$ cat src/hw/mcx_pkg.sv
// Package for the instruction execute block: opcodes, flag positions, reset values.
// Assumes an external decoder maps real instruction words onto these opcodes.
package mcx_pkg;
    localparam int DATA_W = 8;
    localparam int PC_W = 13;
    localparam logic [DATA_W-1:0] ACC_RST = 8'h00;
    localparam logic [PC_W-1:0] PC_RST = 13'h0000;
    localparam logic [PC_W-1:0] PC_ONE = 13'h0001;
    localparam logic [DATA_W-1:0] BYTE_ONE = 8'h01;
    localparam logic [DATA_W-1:0] BYTE_ZERO = 8'h00;
    // Flag positions inside the status byte.
    localparam int FLG_C = 0;
    localparam int FLG_AC = 1;
    localparam int FLG_Z = 2;
    localparam int FLG_OV = 3;
    localparam int FLG_SZ = 4;
    localparam int FLG_CZ = 5;
    localparam int FLG_W = 6;
    localparam logic [FLG_W-1:0] FLG_RST = 6'h00;
    // Cycles taken by a jump and by a taken skip.
    localparam int LONG_CYCLES = 2;
    typedef enum logic [4:0] {
        OP_NOP, OP_HALT, OP_INC, OP_INCA, OP_JMP, OP_MOV_AM, OP_MOV_AX, OP_MOV_MA,
        OP_OR_AM, OP_OR_AX, OP_ORM, OP_RET, OP_RET_AX, OP_INTERRUPT_RETURN, OP_RL, OP_RLA,
        OP_RLC, OP_RLCA, OP_RR, OP_RRA, OP_RRC, OP_RRCA, OP_SBC_AM, OP_SBC_AX,
        OP_SBCM, OP_SDZ, OP_SDZA
    } mcx_op_t;
    typedef enum logic [1:0] {ST_RUN, ST_DUMMY, ST_HALTED} mcx_state_t;
endpackage
$ cat src/hw/mcx_core.sv
// Execute stage for one stretch of an 8-bit core's instruction set.
// Assumes one decoded instruction per cycle on i_valid, a memory byte presented
// combinationally on i_mem_rdata (o_mem_addr_unused is tied to zero), and a stack that pops when o_pop pulses.
//
// Behaviour
// - Power-down halts execution, gates clock, keeps state, clears watchdog, sets power-down flag, clears timeout flag.
// - Increment adds one to memory byte; result to memory or accumulator; zero flag.
// - Jump loads target into program counter, takes two cycles, no flags.
// - Moves copy memory, immediate or accumulator as encoded; no flags change.
// - No-op changes nothing and advances to the next instruction.
// - OR combines accumulator with memory or immediate; only zero flag updates.
// - Return pops program counter; value form also loads accumulator; no flags.
// - Interrupt return pops program counter, sets global enable; pending interrupt runs first.
// - Rotate left wraps bit 7 into bit 0, no flags, accumulator form keeps memory.
// - Rotate left through carry: bit 7 to carry, old carry to bit 0.
// - Rotate right wraps bit 0 into bit 7, no flags, accumulator form keeps memory.
// - Rotate right through carry: bit 0 to carry, old carry to bit 7.
// - Subtract with borrow from memory into accumulator, six flags updated.
// - Carry clears on negative result, sets on zero or positive.
// - Immediate subtract with borrow behaves as the memory form.
// - Memory-destination subtract with borrow stores difference into memory.
// - Decrement-and-skip writes memory, skips next on zero with dummy cycle.
// - Accumulator decrement-and-skip writes accumulator, keeps memory, skips on zero.
`timescale 1ns/1ps
module mcx_core
    import mcx_pkg::*;
(
    input wire logic i_sys_clk,
    input wire logic i_rst,
    input wire logic i_valid,
    input wire mcx_op_t i_op,
    input wire logic [DATA_W-1:0] i_imm,
    input wire logic [PC_W-1:0] i_target,
    input wire logic [DATA_W-1:0] i_mem_rdata,
    input wire logic [PC_W-1:0] i_stack_top,
    input wire logic i_irq_pending,
    input wire logic i_wake,
    output logic o_ready,
    output logic [DATA_W-1:0] o_mem_addr_unused,
    output logic o_mem_we,
    output logic [DATA_W-1:0] o_mem_wdata,
    output logic o_pop,
    output logic o_clk_gate,
    output logic o_wdt_clear,
    output logic o_irq_take,
    output logic [DATA_W-1:0] o_accumulator,
    output logic [PC_W-1:0] o_pc,
    output logic [FLG_W-1:0] o_flags,
    output logic o_power_down_flag,
    output logic o_watchdog_timeout_flag,
    output logic o_global_interrupt_enable
);

    ////////////////////////////////////////////////////////////////////////////
    // All state in one struct.
    typedef struct packed {
        mcx_state_t st;
        logic [DATA_W-1:0] acc;
        logic [PC_W-1:0] pc;
        logic [FLG_W-1:0] flg;
        logic power_down_flag;
        logic tof;
        logic gie;
        logic mem_we;
        logic [DATA_W-1:0] mem_wdata;
        logic pop;
        logic wdt_clr;
        logic irq_take;
    } mcx_reg_t;

    mcx_reg_t s_r;
    mcx_reg_t s_nxt;

    // Arithmetic helpers, sized so nothing is silently cut.
    logic [DATA_W:0] sub_full;
    logic [4:0] sub_low;
    logic [DATA_W-1:0] sub_opnd;
    logic [DATA_W-1:0] sub_res;
    logic [DATA_W-1:0] inc_res;
    logic [DATA_W-1:0] dec_res;
    logic borrow_in;
    logic take;

    assign take = i_valid && (s_r.st == ST_RUN);
    assign borrow_in = ~s_r.flg[FLG_C];
    assign sub_opnd = (i_op == OP_SBC_AX) ? i_imm : i_mem_rdata;
    // Nine-bit difference: its top bit is the borrow out.
    assign sub_full = {1'b0, s_r.acc} - {1'b0, sub_opnd} - {8'h00, borrow_in};
    assign sub_low = {1'b0, s_r.acc[3:0]} - {1'b0, sub_opnd[3:0]} - {4'h0, borrow_in};
    assign sub_res = sub_full[DATA_W-1:0];
    assign inc_res = i_mem_rdata + BYTE_ONE;
    assign dec_res = i_mem_rdata - BYTE_ONE;

    ////////////////////////////////////////////////////////////////////////////
    // Next-state logic for every opcode.
    always_comb begin
        s_nxt = s_r;
        s_nxt.mem_we = 1'b0;
        s_nxt.pop = 1'b0;
        s_nxt.wdt_clr = 1'b0;
        s_nxt.irq_take = 1'b0;
        case (s_r.st)
            ST_DUMMY: begin
                // The dummy cycle only lets the new fetch address settle.
                s_nxt.st = ST_RUN;
            end
            ST_HALTED: begin
                // Registers hold; only a wake event restarts the core.
                if (i_wake) begin
                    s_nxt.st = ST_RUN;
                end
            end
            ST_RUN: begin
                if (take) begin
                    s_nxt.pc = s_r.pc + PC_ONE;
                    case (i_op)
                        OP_NOP: begin
                        end
                        OP_HALT: begin
                            s_nxt.st = ST_HALTED;
                            s_nxt.power_down_flag = 1'b1;
                            s_nxt.tof = 1'b0;
                            s_nxt.wdt_clr = 1'b1;
                        end
                        OP_INC, OP_INCA: begin
                            s_nxt.flg[FLG_Z] = (inc_res == BYTE_ZERO);
                            if (i_op == OP_INC) begin
                                s_nxt.mem_we = 1'b1;
                                s_nxt.mem_wdata = inc_res;
                            end else begin
                                s_nxt.acc = inc_res;
                            end
                        end
                        OP_JMP: begin
                            s_nxt.pc = i_target;
                            s_nxt.st = ST_DUMMY;
                        end
                        OP_MOV_AM: s_nxt.acc = i_mem_rdata;
                        OP_MOV_AX: s_nxt.acc = i_imm;
                        OP_MOV_MA: begin
                            s_nxt.mem_we = 1'b1;
                            s_nxt.mem_wdata = s_r.acc;
                        end
                        OP_OR_AM: begin
                            s_nxt.acc = s_r.acc | i_mem_rdata;
                            s_nxt.flg[FLG_Z] = ((s_r.acc | i_mem_rdata) == BYTE_ZERO);
                        end
                        OP_OR_AX: begin
                            s_nxt.acc = s_r.acc | i_imm;
                            s_nxt.flg[FLG_Z] = ((s_r.acc | i_imm) == BYTE_ZERO);
                        end
                        OP_ORM: begin
                            s_nxt.mem_we = 1'b1;
                            s_nxt.mem_wdata = s_r.acc | i_mem_rdata;
                            s_nxt.flg[FLG_Z] = ((s_r.acc | i_mem_rdata) == BYTE_ZERO);
                        end
                        OP_RET, OP_RET_AX: begin
                            s_nxt.pc = i_stack_top;
                            s_nxt.pop = 1'b1;
                            s_nxt.st = ST_DUMMY;
                            if (i_op == OP_RET_AX) begin
                                s_nxt.acc = i_imm;
                            end
                        end
                        OP_INTERRUPT_RETURN: begin
                            s_nxt.pc = i_stack_top;
                            s_nxt.pop = 1'b1;
                            s_nxt.gie = 1'b1;
                            s_nxt.st = ST_DUMMY;
                            // A waiting interrupt is flagged so the controller
                            // vectors before the restored address executes.
                            s_nxt.irq_take = i_irq_pending;
                        end
                        OP_RL: begin
                            s_nxt.mem_we = 1'b1;
                            s_nxt.mem_wdata = {i_mem_rdata[6:0], i_mem_rdata[7]};
                        end
                        OP_RLA: s_nxt.acc = {i_mem_rdata[6:0], i_mem_rdata[7]};
                        OP_RLC, OP_RLCA: begin
                            s_nxt.flg[FLG_C] = i_mem_rdata[7];
                            if (i_op == OP_RLC) begin
                                s_nxt.mem_we = 1'b1;
                                s_nxt.mem_wdata = {i_mem_rdata[6:0], s_r.flg[FLG_C]};
                            end else begin
                                s_nxt.acc = {i_mem_rdata[6:0], s_r.flg[FLG_C]};
                            end
                        end
                        OP_RR: begin
                            s_nxt.mem_we = 1'b1;
                            s_nxt.mem_wdata = {i_mem_rdata[0], i_mem_rdata[7:1]};
                        end
                        OP_RRA: s_nxt.acc = {i_mem_rdata[0], i_mem_rdata[7:1]};
                        OP_RRC, OP_RRCA: begin
                            s_nxt.flg[FLG_C] = i_mem_rdata[0];
                            if (i_op == OP_RRC) begin
                                s_nxt.mem_we = 1'b1;
                                s_nxt.mem_wdata = {s_r.flg[FLG_C], i_mem_rdata[7:1]};
                            end else begin
                                s_nxt.acc = {s_r.flg[FLG_C], i_mem_rdata[7:1]};
                            end
                        end
                        OP_SBC_AM, OP_SBC_AX, OP_SBCM: begin
                            // Carry acts as an inverted borrow.
                            s_nxt.flg[FLG_C] = ~sub_full[DATA_W];
                            s_nxt.flg[FLG_AC] = ~sub_low[4];
                            s_nxt.flg[FLG_Z] = (sub_res == BYTE_ZERO);
                            s_nxt.flg[FLG_OV] = (s_r.acc[7] != sub_opnd[7]) &&
                                                (sub_res[7] != s_r.acc[7]);
                            s_nxt.flg[FLG_SZ] = (sub_res == BYTE_ZERO);
                            // Chain-zero: zero only while earlier bytes were zero too.
                            s_nxt.flg[FLG_CZ] = (sub_res == BYTE_ZERO) && s_r.flg[FLG_CZ];
                            if (i_op == OP_SBCM) begin
                                s_nxt.mem_we = 1'b1;
                                s_nxt.mem_wdata = sub_res;
                            end else begin
                                s_nxt.acc = sub_res;
                            end
                        end
                        OP_SDZ, OP_SDZA: begin
                            if (i_op == OP_SDZ) begin
                                s_nxt.mem_we = 1'b1;
                                s_nxt.mem_wdata = dec_res;
                            end else begin
                                s_nxt.acc = dec_res;
                            end
                            if (dec_res == BYTE_ZERO) begin
                                s_nxt.pc = s_r.pc + PC_ONE + PC_ONE;
                                s_nxt.st = ST_DUMMY;
                            end
                        end
                        default: begin
                        end
                    endcase
                end
            end
            default: s_nxt.st = ST_RUN;
        endcase
    end

    ////////////////////////////////////////////////////////////////////////////
    // State register.
    always_ff @(posedge i_sys_clk) begin
        if (i_rst) begin
            s_r <= '{st: ST_RUN, acc: ACC_RST, pc: PC_RST, flg: FLG_RST, power_down_flag: 1'b0,
                     tof: 1'b0, gie: 1'b0, mem_we: 1'b0, mem_wdata: BYTE_ZERO,
                     pop: 1'b0, wdt_clr: 1'b0, irq_take: 1'b0};
        end else begin
            s_r <= s_nxt;
        end
    end

    // Outputs; the clock gate follows the halted state directly.
    assign o_ready = (s_r.st == ST_RUN);
    assign o_mem_addr_unused = BYTE_ZERO;
    assign o_mem_we = s_r.mem_we;
    assign o_mem_wdata = s_r.mem_wdata;
    assign o_pop = s_r.pop;
    assign o_clk_gate = (s_r.st == ST_HALTED);
    assign o_wdt_clear = s_r.wdt_clr;
    assign o_irq_take = s_r.irq_take;
    assign o_accumulator = s_r.acc;
    assign o_pc = s_r.pc;
    assign o_flags = s_r.flg;
    assign o_power_down_flag = s_r.power_down_flag;
    assign o_watchdog_timeout_flag = s_r.tof;
    assign o_global_interrupt_enable = s_r.gie;
endmodule // mcx_core

$ cat config.mk
export PLATFORM = sky130hd
export DESIGN_NAME = mcx_core
export DESIGN_NICKNAME = d
export VERILOG_FILES = /design/src/hw/mcx_pkg.sv /design/src/hw/mcx_core.sv
export SDC_FILE = /design/constraint.sdc
export NUM_CORES = 1
export LEC_CHECK = 0
export ABC_AREA = 1
export BUFFER_PORTS_ARGS = -buffer_cell sky130_fd_sc_hd__clkbuf_2
export CORE_ASPECT_RATIO = 1.2
export CORE_MARGIN = 2
export CORE_UTILIZATION = 42
export CTS_CLUSTER_DIAMETER = 100
export DETAILED_ROUTE_END_ITERATION = 6
export PLACE_DENSITY = 0.66
export SYNTH_ARGS = -nofsm -noshare
export SYNTH_HDL_FRONTEND = slang
export SYNTH_SLANG_ARGS = --single-unit
$ cat constraint.sdc
create_clock -name i_sys_clk -period 3.2 [get_ports i_sys_clk]
set_input_delay 0.32 -clock i_sys_clk [delete_from_list [all_inputs] [get_ports i_sys_clk]]
set_output_delay 0.32 -clock i_sys_clk [all_outputs]
set_load 0.05 [all_outputs]
==> results.cfg, run 1 <==
[pwr]
power.total_mw = 2.10
vdd_ir_drop_max_mv = 0.181
power_frac_seq_pct = 28.7
clock_power_share_pct = 30.2
p_sw_share_pct = 43.3
powerDensity_nw_per_um2 = 365
power_switching_uw = 911
combPwrFrac_pct = 41.1
p_leak_nw = 2.83
p_int_mw = 1.19

[synthesis]
ys.flop_type = dfxtp_1
seq_area_frac_synth_pct = 16.8
yosysTopAreaCellShare_pct = 17.1
syn_area_per_cell_um2 = 5.94
synth_area_leader_cell = nand2_1
synth-seq-cells = 43
synth_area_um2 = 5130
synth_common_cells = 234 x nand2_1, 100 x inv_1, 87 x nor2_1
synth_most_common_cell = nand2_1
syn_inst = 864
yosysWarnings = 0
synthTopCellsByArea = nand2_1 17%, dfxtp_1 17%, inv_1 7.3%
synth_edf_count = 0
synth_cell_types = 50
postSynth.asyncResetShare_pct = 0

[run_status]
status = finished with violations
violations = design-rule violations

[clock_tree]
clk_latency_ns = 0.31
tritoncts = done
htreeDepth = 2
cts_root_buf = clkbuf_16
cts_buffers = 5
clkTransAtPathRegs_ns = 0.07
clockBufferDepth = 2
holdBufCountCts = 0
cts.sinks = 43

[timing]
slew_headroom_pct = 51.8
tightest_slew_ns = 0.720
fmax_mhz = 354
report.final.setup_viol = 0
fin_skew_ns = 0.0119
setup_slack_ns = 0.374
tns_ns = 0
whs_ns = 0.215
grt_setup_unrepaired = no
min_period_ns = 2.83
slew_violations = 0
final_hold_viol_count = 0
fin_crit_sh_pct = 88.3

[floorplanning]
die_h_um = 125
initial_core_util_pct = 42.8
core_um2 = 12000
io_pins = 104
die_x_um = 105
dieArea_um2 = 13100
rows = 44

[drt]
route.met2.wl_mm = 9.69
ant_nets = 0
num_vias = 6155
met3_length_mm = 1.29
drtPass1Iterations = 7
wl_met1_mm = 7.70
via_per_inst = 5.61
wirelength_mm = 20.1
highest_layer = met4
dr.first_iter.drc_count = 579
post_drt_wl_per_cell_um = 18.3
drc = 14

[cells_and_area]
antenna_cells = 0
fin_util_pct = 48.0
area_delta_synth_final_pct = 12.3
final_area_um2 = 5760
nNetsFinal = 1010
final_cells = 1098
drive_gt1_share_pct = 19.2

[global_routing]
grt_pass1_wl_mm = 31.6
antenna_found_initial = 0
grt_max_degree = 27
gr-usage-all-layers_pct = 30.6
grt_overflow = 0
grt_pass1_vias = 6007

[setup_path]
critPathKind = in -> reg
crit_chain = clkbuf_2 -> inv_2 -> nand2_2 -> inv_1 -> nand2_1 -> nor2_4 -> o21ai_0 -> fa_1 -> inv_1 -> fa_1 -> nand2_1 -> nand2_1 -> nand2_1 -> nand2_1 -> nand2_1 -> nand2_1 -> nand2_1 -> or2_2 -> nand2_1 -> nand4_1 -> o21ai_0 -> nor2_1 -> nor2_1
cp_common_cell = nand2_1
crit_path_top_delay_cell = fa_1
cp-start-kind = input port
cpPeakStageDelay_ns = 0.41
critPathBufInv = 4
required_ns = 3.44
critPathTopFamily = simple AND/OR/NAND/NOR gates
worstSetupEndpointType = flop
cp_data_arrival_time_ns = 3.06
rrSetupSlack_ns = 0.58
crit_fanout = 5

[hold_path]
hold_path_class = in -> reg

[place]
dp.cells = 1090
dp_slack_ns = -0.0612
portBuffers = 94
gp_congestion = 1.07
place_area_um2 = 5590
dp_hpwl_mm = 15.9

[run]
drv_cap = 0
## power groups by stage
stage               Combinational [mW]  Sequential [mW]  Clock [mW]
global route                     0.937            0.608       0.656
global placement                 0.844            0.616           0
floorplan                        0.628            0.604           0
finish                           0.864            0.603       0.636
detailed placement               0.842            0.615           0
CTS                              0.846            0.603       0.640
## per-layer routing
layer,vias to the layer above,GRT usage (%)
met5,-,0
met4,0,21.2
met3,102,4.80
met2,316,54.1
met1,2776,33.1
li1,2961,-
## worst reg2reg max path, cell delays in order (launching register included)
cell and delay [ns]:
dfxtp_1 0.47, inv_1 0.12, ha_1 0.29, inv_1 0.04, ha_1 0.32, nand2_1 0.12, nand2_1 0.09, nand2_1 0.08
nand2_1 0.05, nand2_1 0.05, nand2_1 0.07, or2_2 0.28, nand2_1 0.08, nand4_1 0.11, o21ai_0 0.21, nor2_1 0.08
nor2_1 0.08
## layout make-up
type                    count  area (um2)
clock buffers               5         125
repair buffers            123         688
well taps                 161         201
clock inverters             3        43.8
inverters                 110         413
fillers                  1342        6240
multi-input cells         653        3430
flip-flops and latches     43         861
## sequential cells by signal, indices dropped and copies added (netlist names)
name / count
s_r: 2
o_irq_take: 1
o_flags: 6
o_mem_we: 1
o_accumulator: 8
o_pc: 13
o_global_interrupt_enable: 1
o_power_down_flag: 1
o_wdt_clear: 1
o_pop: 1
o_mem_wdata: 8
## path summary, 6_finish.rpt
kind | endpoint | depth (start not counted) | from
hold / removal | o_irq_take | 3 | i_irq_pending
setup / recovery | o_flags[2] | 23 | i_op[3]
hold reg to reg | o_flags[5] | 2 | o_flags[5]
setup reg to reg | o_flags[2] | 16 | o_accumulator[3]
## layout by cell type (no fill, tap or decap), types with 5 or more instances in the layout
cell       synthesis  routed
nand2_1          234     234
inv_1            100     100
clkbuf_2           0      94
nor2_1            87      86
nand3_1           53      53
o21ai_0           50      50
a21oi_1           48      48
dfxtp_1           43      43
buf_4             49      29
ha_1              20      20
o22ai_1           12      12
nand4_1           12      12
nor2_2            11      11
a22oi_1           11      11
a221oi_1          11      11
xor2_1            11      11
inv_2             10      10
nor4_1            10      10
nor3_1             9       9
conb_1             1       9
nand2_2            7       7
a31oi_1            6       6
o211ai_1           6       6
nor2_4             4       5
clkbuf_16          0       5
## logic make-up (layout without fill, tap and decap cells)
| family | Yosys count | in the layout | synth area share (%) |
|---|---|---|---|
| AND/OR/NAND/NOR | 444 | 444 | 38.5 |
| buffers and inverters | 176 | 241 | 17.1 |
| AO/OA/AOI/OAI | 166 | 166 | 19.8 |
| flip-flops | 43 | 43 | 16.8 |
| adder cells (fa/ha/maj) | 22 | 22 | 5.66 |
| XOR/XNOR | 12 | 12 | 2.05 |
| other | 1 | 9 | 0.0731 |
## what timing repair did
action                                 4_1_cts  5_1_grt
buffers inserted                             0        0
endpoints found under the hold margin        0        0
setup endpoints to repair                    0        9
gates resized for setup                      0        2
Note: power is estimated with default switching activity, not from simulation.
==> inputs of run 2 (changes only) <==
Settings changed: GPL_TIMING_DRIVEN set to 0.
==> results.cfg, run 2 (synthesized netlist as in run 1, its figures left out) <==
[cells_and_area]
drive_gt1_share_pct = 22.4
final_cell_mix = 232 x nand2_1, 100 x inv_1, 89 x clkbuf_2
antenna_cells = 0
nNetsFinal = 1046
fin_util_pct = 50.4
area_delta_synth_final_pct = 17.8
mostFrequentLayoutCell = nand2_1
largest_register_ffs = 13
nFillCells = 1364

[global_routing]
grt_pass1_wl_mm = 30.7
grt_pass1_vias = 5971
gr-usage-all-layers_pct = 29.9
antenna_found_initial = 0
grt_max_degree = 14
grt_overflow = 0

[timing]
whs_ns = 0.217
fin_skew_ns = 0.0149
slew_violations = 0
slew_headroom_pct = 44.8
tightest_slew_ns = 0.828
min_period_ns = 3.10
fin_crit_sh_pct = 97.0
final_hold_viol_count = 0
setup_slack_ns = 0.0975
report.final.setup_viol = 0
tns_ns = 0
fmax_mhz = 322

[clock_tree]
htreeDepth = 2
cts_buffers = 5
cts_root_buf = clkbuf_16
cts.sinks = 43
clockBufferDepth = 2
clkTransAtPathRegs_ns = 0.07
clk_latency_ns = 0.30
tritoncts = done

[setup_path]
crit_fanout = 6
critPathKind = in -> reg
cp_data_arrival_time_ns = 3.25
required_ns = 3.35
cp-start-kind = input port
worstSetupEndpointType = flop
reg2regPathDepth = 7

[drt]
dr.first_iter.drc_count = 435
ant_nets = 0
wirelength_mm = 19.8
post_drt_wl_per_cell_um = 17.4
num_vias = 6169
drtPass1Iterations = 5
via_per_inst = 5.44
drc = 0

[floorplanning]
dieArea_um2 = 13100
initial_core_util_pct = 42.8
rows = 44
core_um2 = 12000
die_h_um = 125
io_pins = 104
die_x_um = 105

[run]
drv_cap = 0

[place]
dp_hpwl_mm = 15.9
dp_slack_ns = -0.843
portBuffers = 89
gp_congestion = 1.04

[hold_path]
hold_path_class = in -> reg
holdPathStages = 3

[pwr]
p_leak_nw = 3.01
vdd_ir_drop_max_mv = 0.220
powerDensity_nw_per_um2 = 340

[run_status]
status = finished, final reports clean
[run 2: cell count changes in the layout (fill, tap and decap cells not counted), sizes merged]
| cell | delta |
|---|---|
| buf | +33 |
| bufinv | -1 |
| clkbuf | +4 |
| clkinv | -1 |
| clkinvlp | +1 |
[run 2: through the flow]
| stage | total power, mW | instance area (um2) | cells |
|---|---|---|---|
| after floorplan | 1.23 | 5160 | 872 |
| after global placement | 1.48 | 5810 | 1122 |
| after detailed placement | 1.48 | 5810 | 1122 |
| after CTS | 2.01 | 5980 | 1131 |
| after global routing | 2.16 | 6050 | 1134 |
| final | 2.06 | 6050 | 1134 |
[run 2: critical path: stages]
cell and delay, ns:
clkbuf_2 0.13, inv_2 0.12, nand2_4 0.08, inv_1 0.10
nand2_2 0.08, nor2_4 0.13, buf_4 0.17, nand2_1 0.06
o21ai_0 0.10, fa_2 0.50, ha_1 0.30, xor2_1 0.18
inv_1 0.10, o22ai_1 0.08, a2111oi_1 0.65, a31oi_1 0.14
[run 2: where the power goes]
part	internal, mW	total [mW]	leakage, nW	switching, mW
logic	0.297	0.916	2.59	0.619
registers	0.566	0.600	0.350	0.0341
clock network	0.290	0.542	0.0669	0.252
[run 2: path summary, 6_finish.rpt]
path,start,end,slack (ns)
worst max-delay path,i_op[3],o_mem_wdata[0],0.1
worst min-delay path,i_irq_pending,o_irq_take,0.22
worst max register to register,o_flags[0],o_mem_wdata[0],0.51
worst min register to register,o_flags[5],o_flags[5],0.43
[run 2: routing by layer]
layer	global-route usage, %	wire length (um)
met5	0	0
met4	22.3	1600
met2	53.5	9480
met1	32.1	7490
met3	3.13	1180
[run 2: cell type report]
class | count | area, um2 | share of cell area [%]
clock buffer | 6 | 129 | 2.13
tap | 161 | 201 | 3.33
buffer | 66 | 474 | 7.84
sequential | 43 | 861 | 14.2
clock inverter | 2 | 12.5 | 0.207
inverter | 110 | 413 | 6.83
multi-input combinational | 653 | 3480 | 57.6
timing repair buffer | 93 | 475 | 7.86
[run 2: repair_timing]
item	in CTS	in global routing
resized for setup	7	15
hold buffers	0	0
setup endpoints to repair	14	9
pin swaps	1	6
setup buffers	1	3
==> inputs of run 3 (changes only) <==
Settings changed: CORE_MARGIN 2 to not set.
==> results.cfg, run 3 (synthesized netlist as in run 1, its figures left out) <==
[run]
drv_cap = 0

[place]
dp_slack_ns = -0.840
dp.cells = 1118
portBuffers = 89
gp_congestion = 1.07
dp_hpwl_mm = 15.3

[timing]
report.final.setup_viol = 0
final_hold_viol_count = 0
slew_violations = 0
tightest_slew_ns = 0.783
slew_headroom_pct = 47.8
fin_skew_ns = 0.0144
fmax_mhz = 334
fin_crit_sh_pct = 93.7
setup_slack_ns = 0.203
min_period_ns = 3.00

[setup_path]
crit_path_top_delay_cell = fa_1
worstSetupEndpointType = flop
cp-endpoint = o_flags[2]
worstReg2RegEnd = o_flags[2]
required_ns = 3.45
cp-start-kind = input port
startpoint = i_op[3]
critPathKind = in -> reg
reg2regPathDepth = 16
rrSetupSlack_ns = 0.54
cp_data_arrival_time_ns = 3.24
timing.rr.start = o_flags[0]
cp_common_cell = nand2_1
crit_fanout = 6
cpPeakStageDelay_ns = 0.40

[drt]
ant_nets = 0
drc = 0
via_per_inst = 5.51
drtPass1Iterations = 6
post_drt_wl_per_cell_um = 17.2
dr.first_iter.drc_count = 466
num_vias = 6225
wirelength_mm = 19.4

[clock_tree]
cts_root_buf = clkbuf_16
tritoncts = done
holdBufCountCts = 0
htreeDepth = 2
clk_latency_ns = 0.30
cts.sinks = 43
clkTransAtPathRegs_ns = 0.08
cts_buffers = 5
clockBufferDepth = 2

[global_routing]
gr-usage-all-layers_pct = 31.3
grt_pass1_wl_mm = 29.6
antenna_found_initial = 0
grt_max_degree = 15
grt_overflow = 0
grt_pass1_vias = 5738

[floorplanning]
initial_core_util_pct = 43.8
rows = 43
die_x_um = 103
core_um2 = 11700
die_h_um = 123
dieArea_um2 = 12700
io_pins = 104

[cells_and_area]
antenna_cells = 0
final_cell_mix = 232 x nand2_1, 99 x inv_1, 89 x clkbuf_2
fin_util_pct = 51.6
area_delta_synth_final_pct = 17.8
mostFrequentLayoutCell = nand2_1
nFillCells = 1342
drive_gt1_share_pct = 22.1
nNetsFinal = 1045
largest_register_ffs = 13
final_cells = 1129

[hold_path]
holdPathStages = 3
hold_path_class = in -> reg

[pwr]
p_leak_nw = 3.02
power.total_mw = 2.12
vdd_ir_drop_max_mv = 0.181
powerDensity_nw_per_um2 = 350

[run_status]
status = finished, final reports clean
run 3: cell count changes in the layout (fill, tap and decap cells not counted), sizes merged:
cell / before / now
clkbuf: 103 / 102
clkinvlp: 1 / 0
buf: 62 / 61
bufinv: 0 / 1
clkinv: 1 / 2
run 3: how the worst min path moves through the flow:
stage	slack [ns]	end	startpoint
after global routing	0.23	o_irq_take	i_irq_pending
after global placement	0.42	o_flags[5]	o_flags[5]
after floorplan	0.41	o_flags[5]	o_flags[5]
final	0.22	o_irq_take	i_irq_pending
after detailed placement	0.43	o_flags[5]	o_flags[5]
after CTS	0.23	o_irq_take	i_irq_pending
run 3: timing repair:
action	CTS	global route
pin swaps	1	3
gates cloned	0	0
hold endpoints to repair	0	0
endpoints found under the setup margin	15	9
resized for setup	6	11
setup buffers	1	2
run 3: power by group:
group	switching, mW	total (mW)	internal (mW)
Clock	0.261	0.631	0.370
Sequential	0.0348	0.601	0.566
Combinational	0.607	0.886	0.279
Total	0.903	2.12	1.21
run 3: area by class of cell:
class | instances | area [um2] | share of cell area, %
multi-input cells | 653 | 3470 | 57.3
well taps | 157 | 196 | 3.25
clock buffers | 5 | 125 | 2.07
clock inverters | 3 | 43.8 | 0.724
flip-flops and latches | 43 | 861 | 14.2
plain buffers | 66 | 474 | 7.84
repair buffers | 92 | 468 | 7.74
inverters | 110 | 413 | 6.83
run 3: worst max-delay path, delay by kind of cell:
family          cells  cell delay, ns
simple gates       16            1.50
fa+ha+maj           2            0.60
buf+inv             5            0.52
compound gates      2            0.31
run 3: routing by layer:
| metal | wire length, um | track usage, % | vias up |
|---|---|---|---|
| li1 | - | - | 3041 |
| met1 | 7440 | 35.5 | 2739 |
| met2 | 9190 | 53.5 | 332 |
| met3 | 1350 | 4.18 | 113 |
| met4 | 1440 | 22.4 | 0 |
| met5 | 0 | 0 | - |
run 3: through the flow:
step                hold WS (ns)  instance area [um2]  TNS [ns]
floorplan                  0.409                 5160         0
global placement           0.420                 5800     -8.70
detailed placement         0.435                 5800     -9.62
CTS                        0.225                 6000         0
global route               0.228                 6050   -0.0142
finish                     0.219                 6050         0
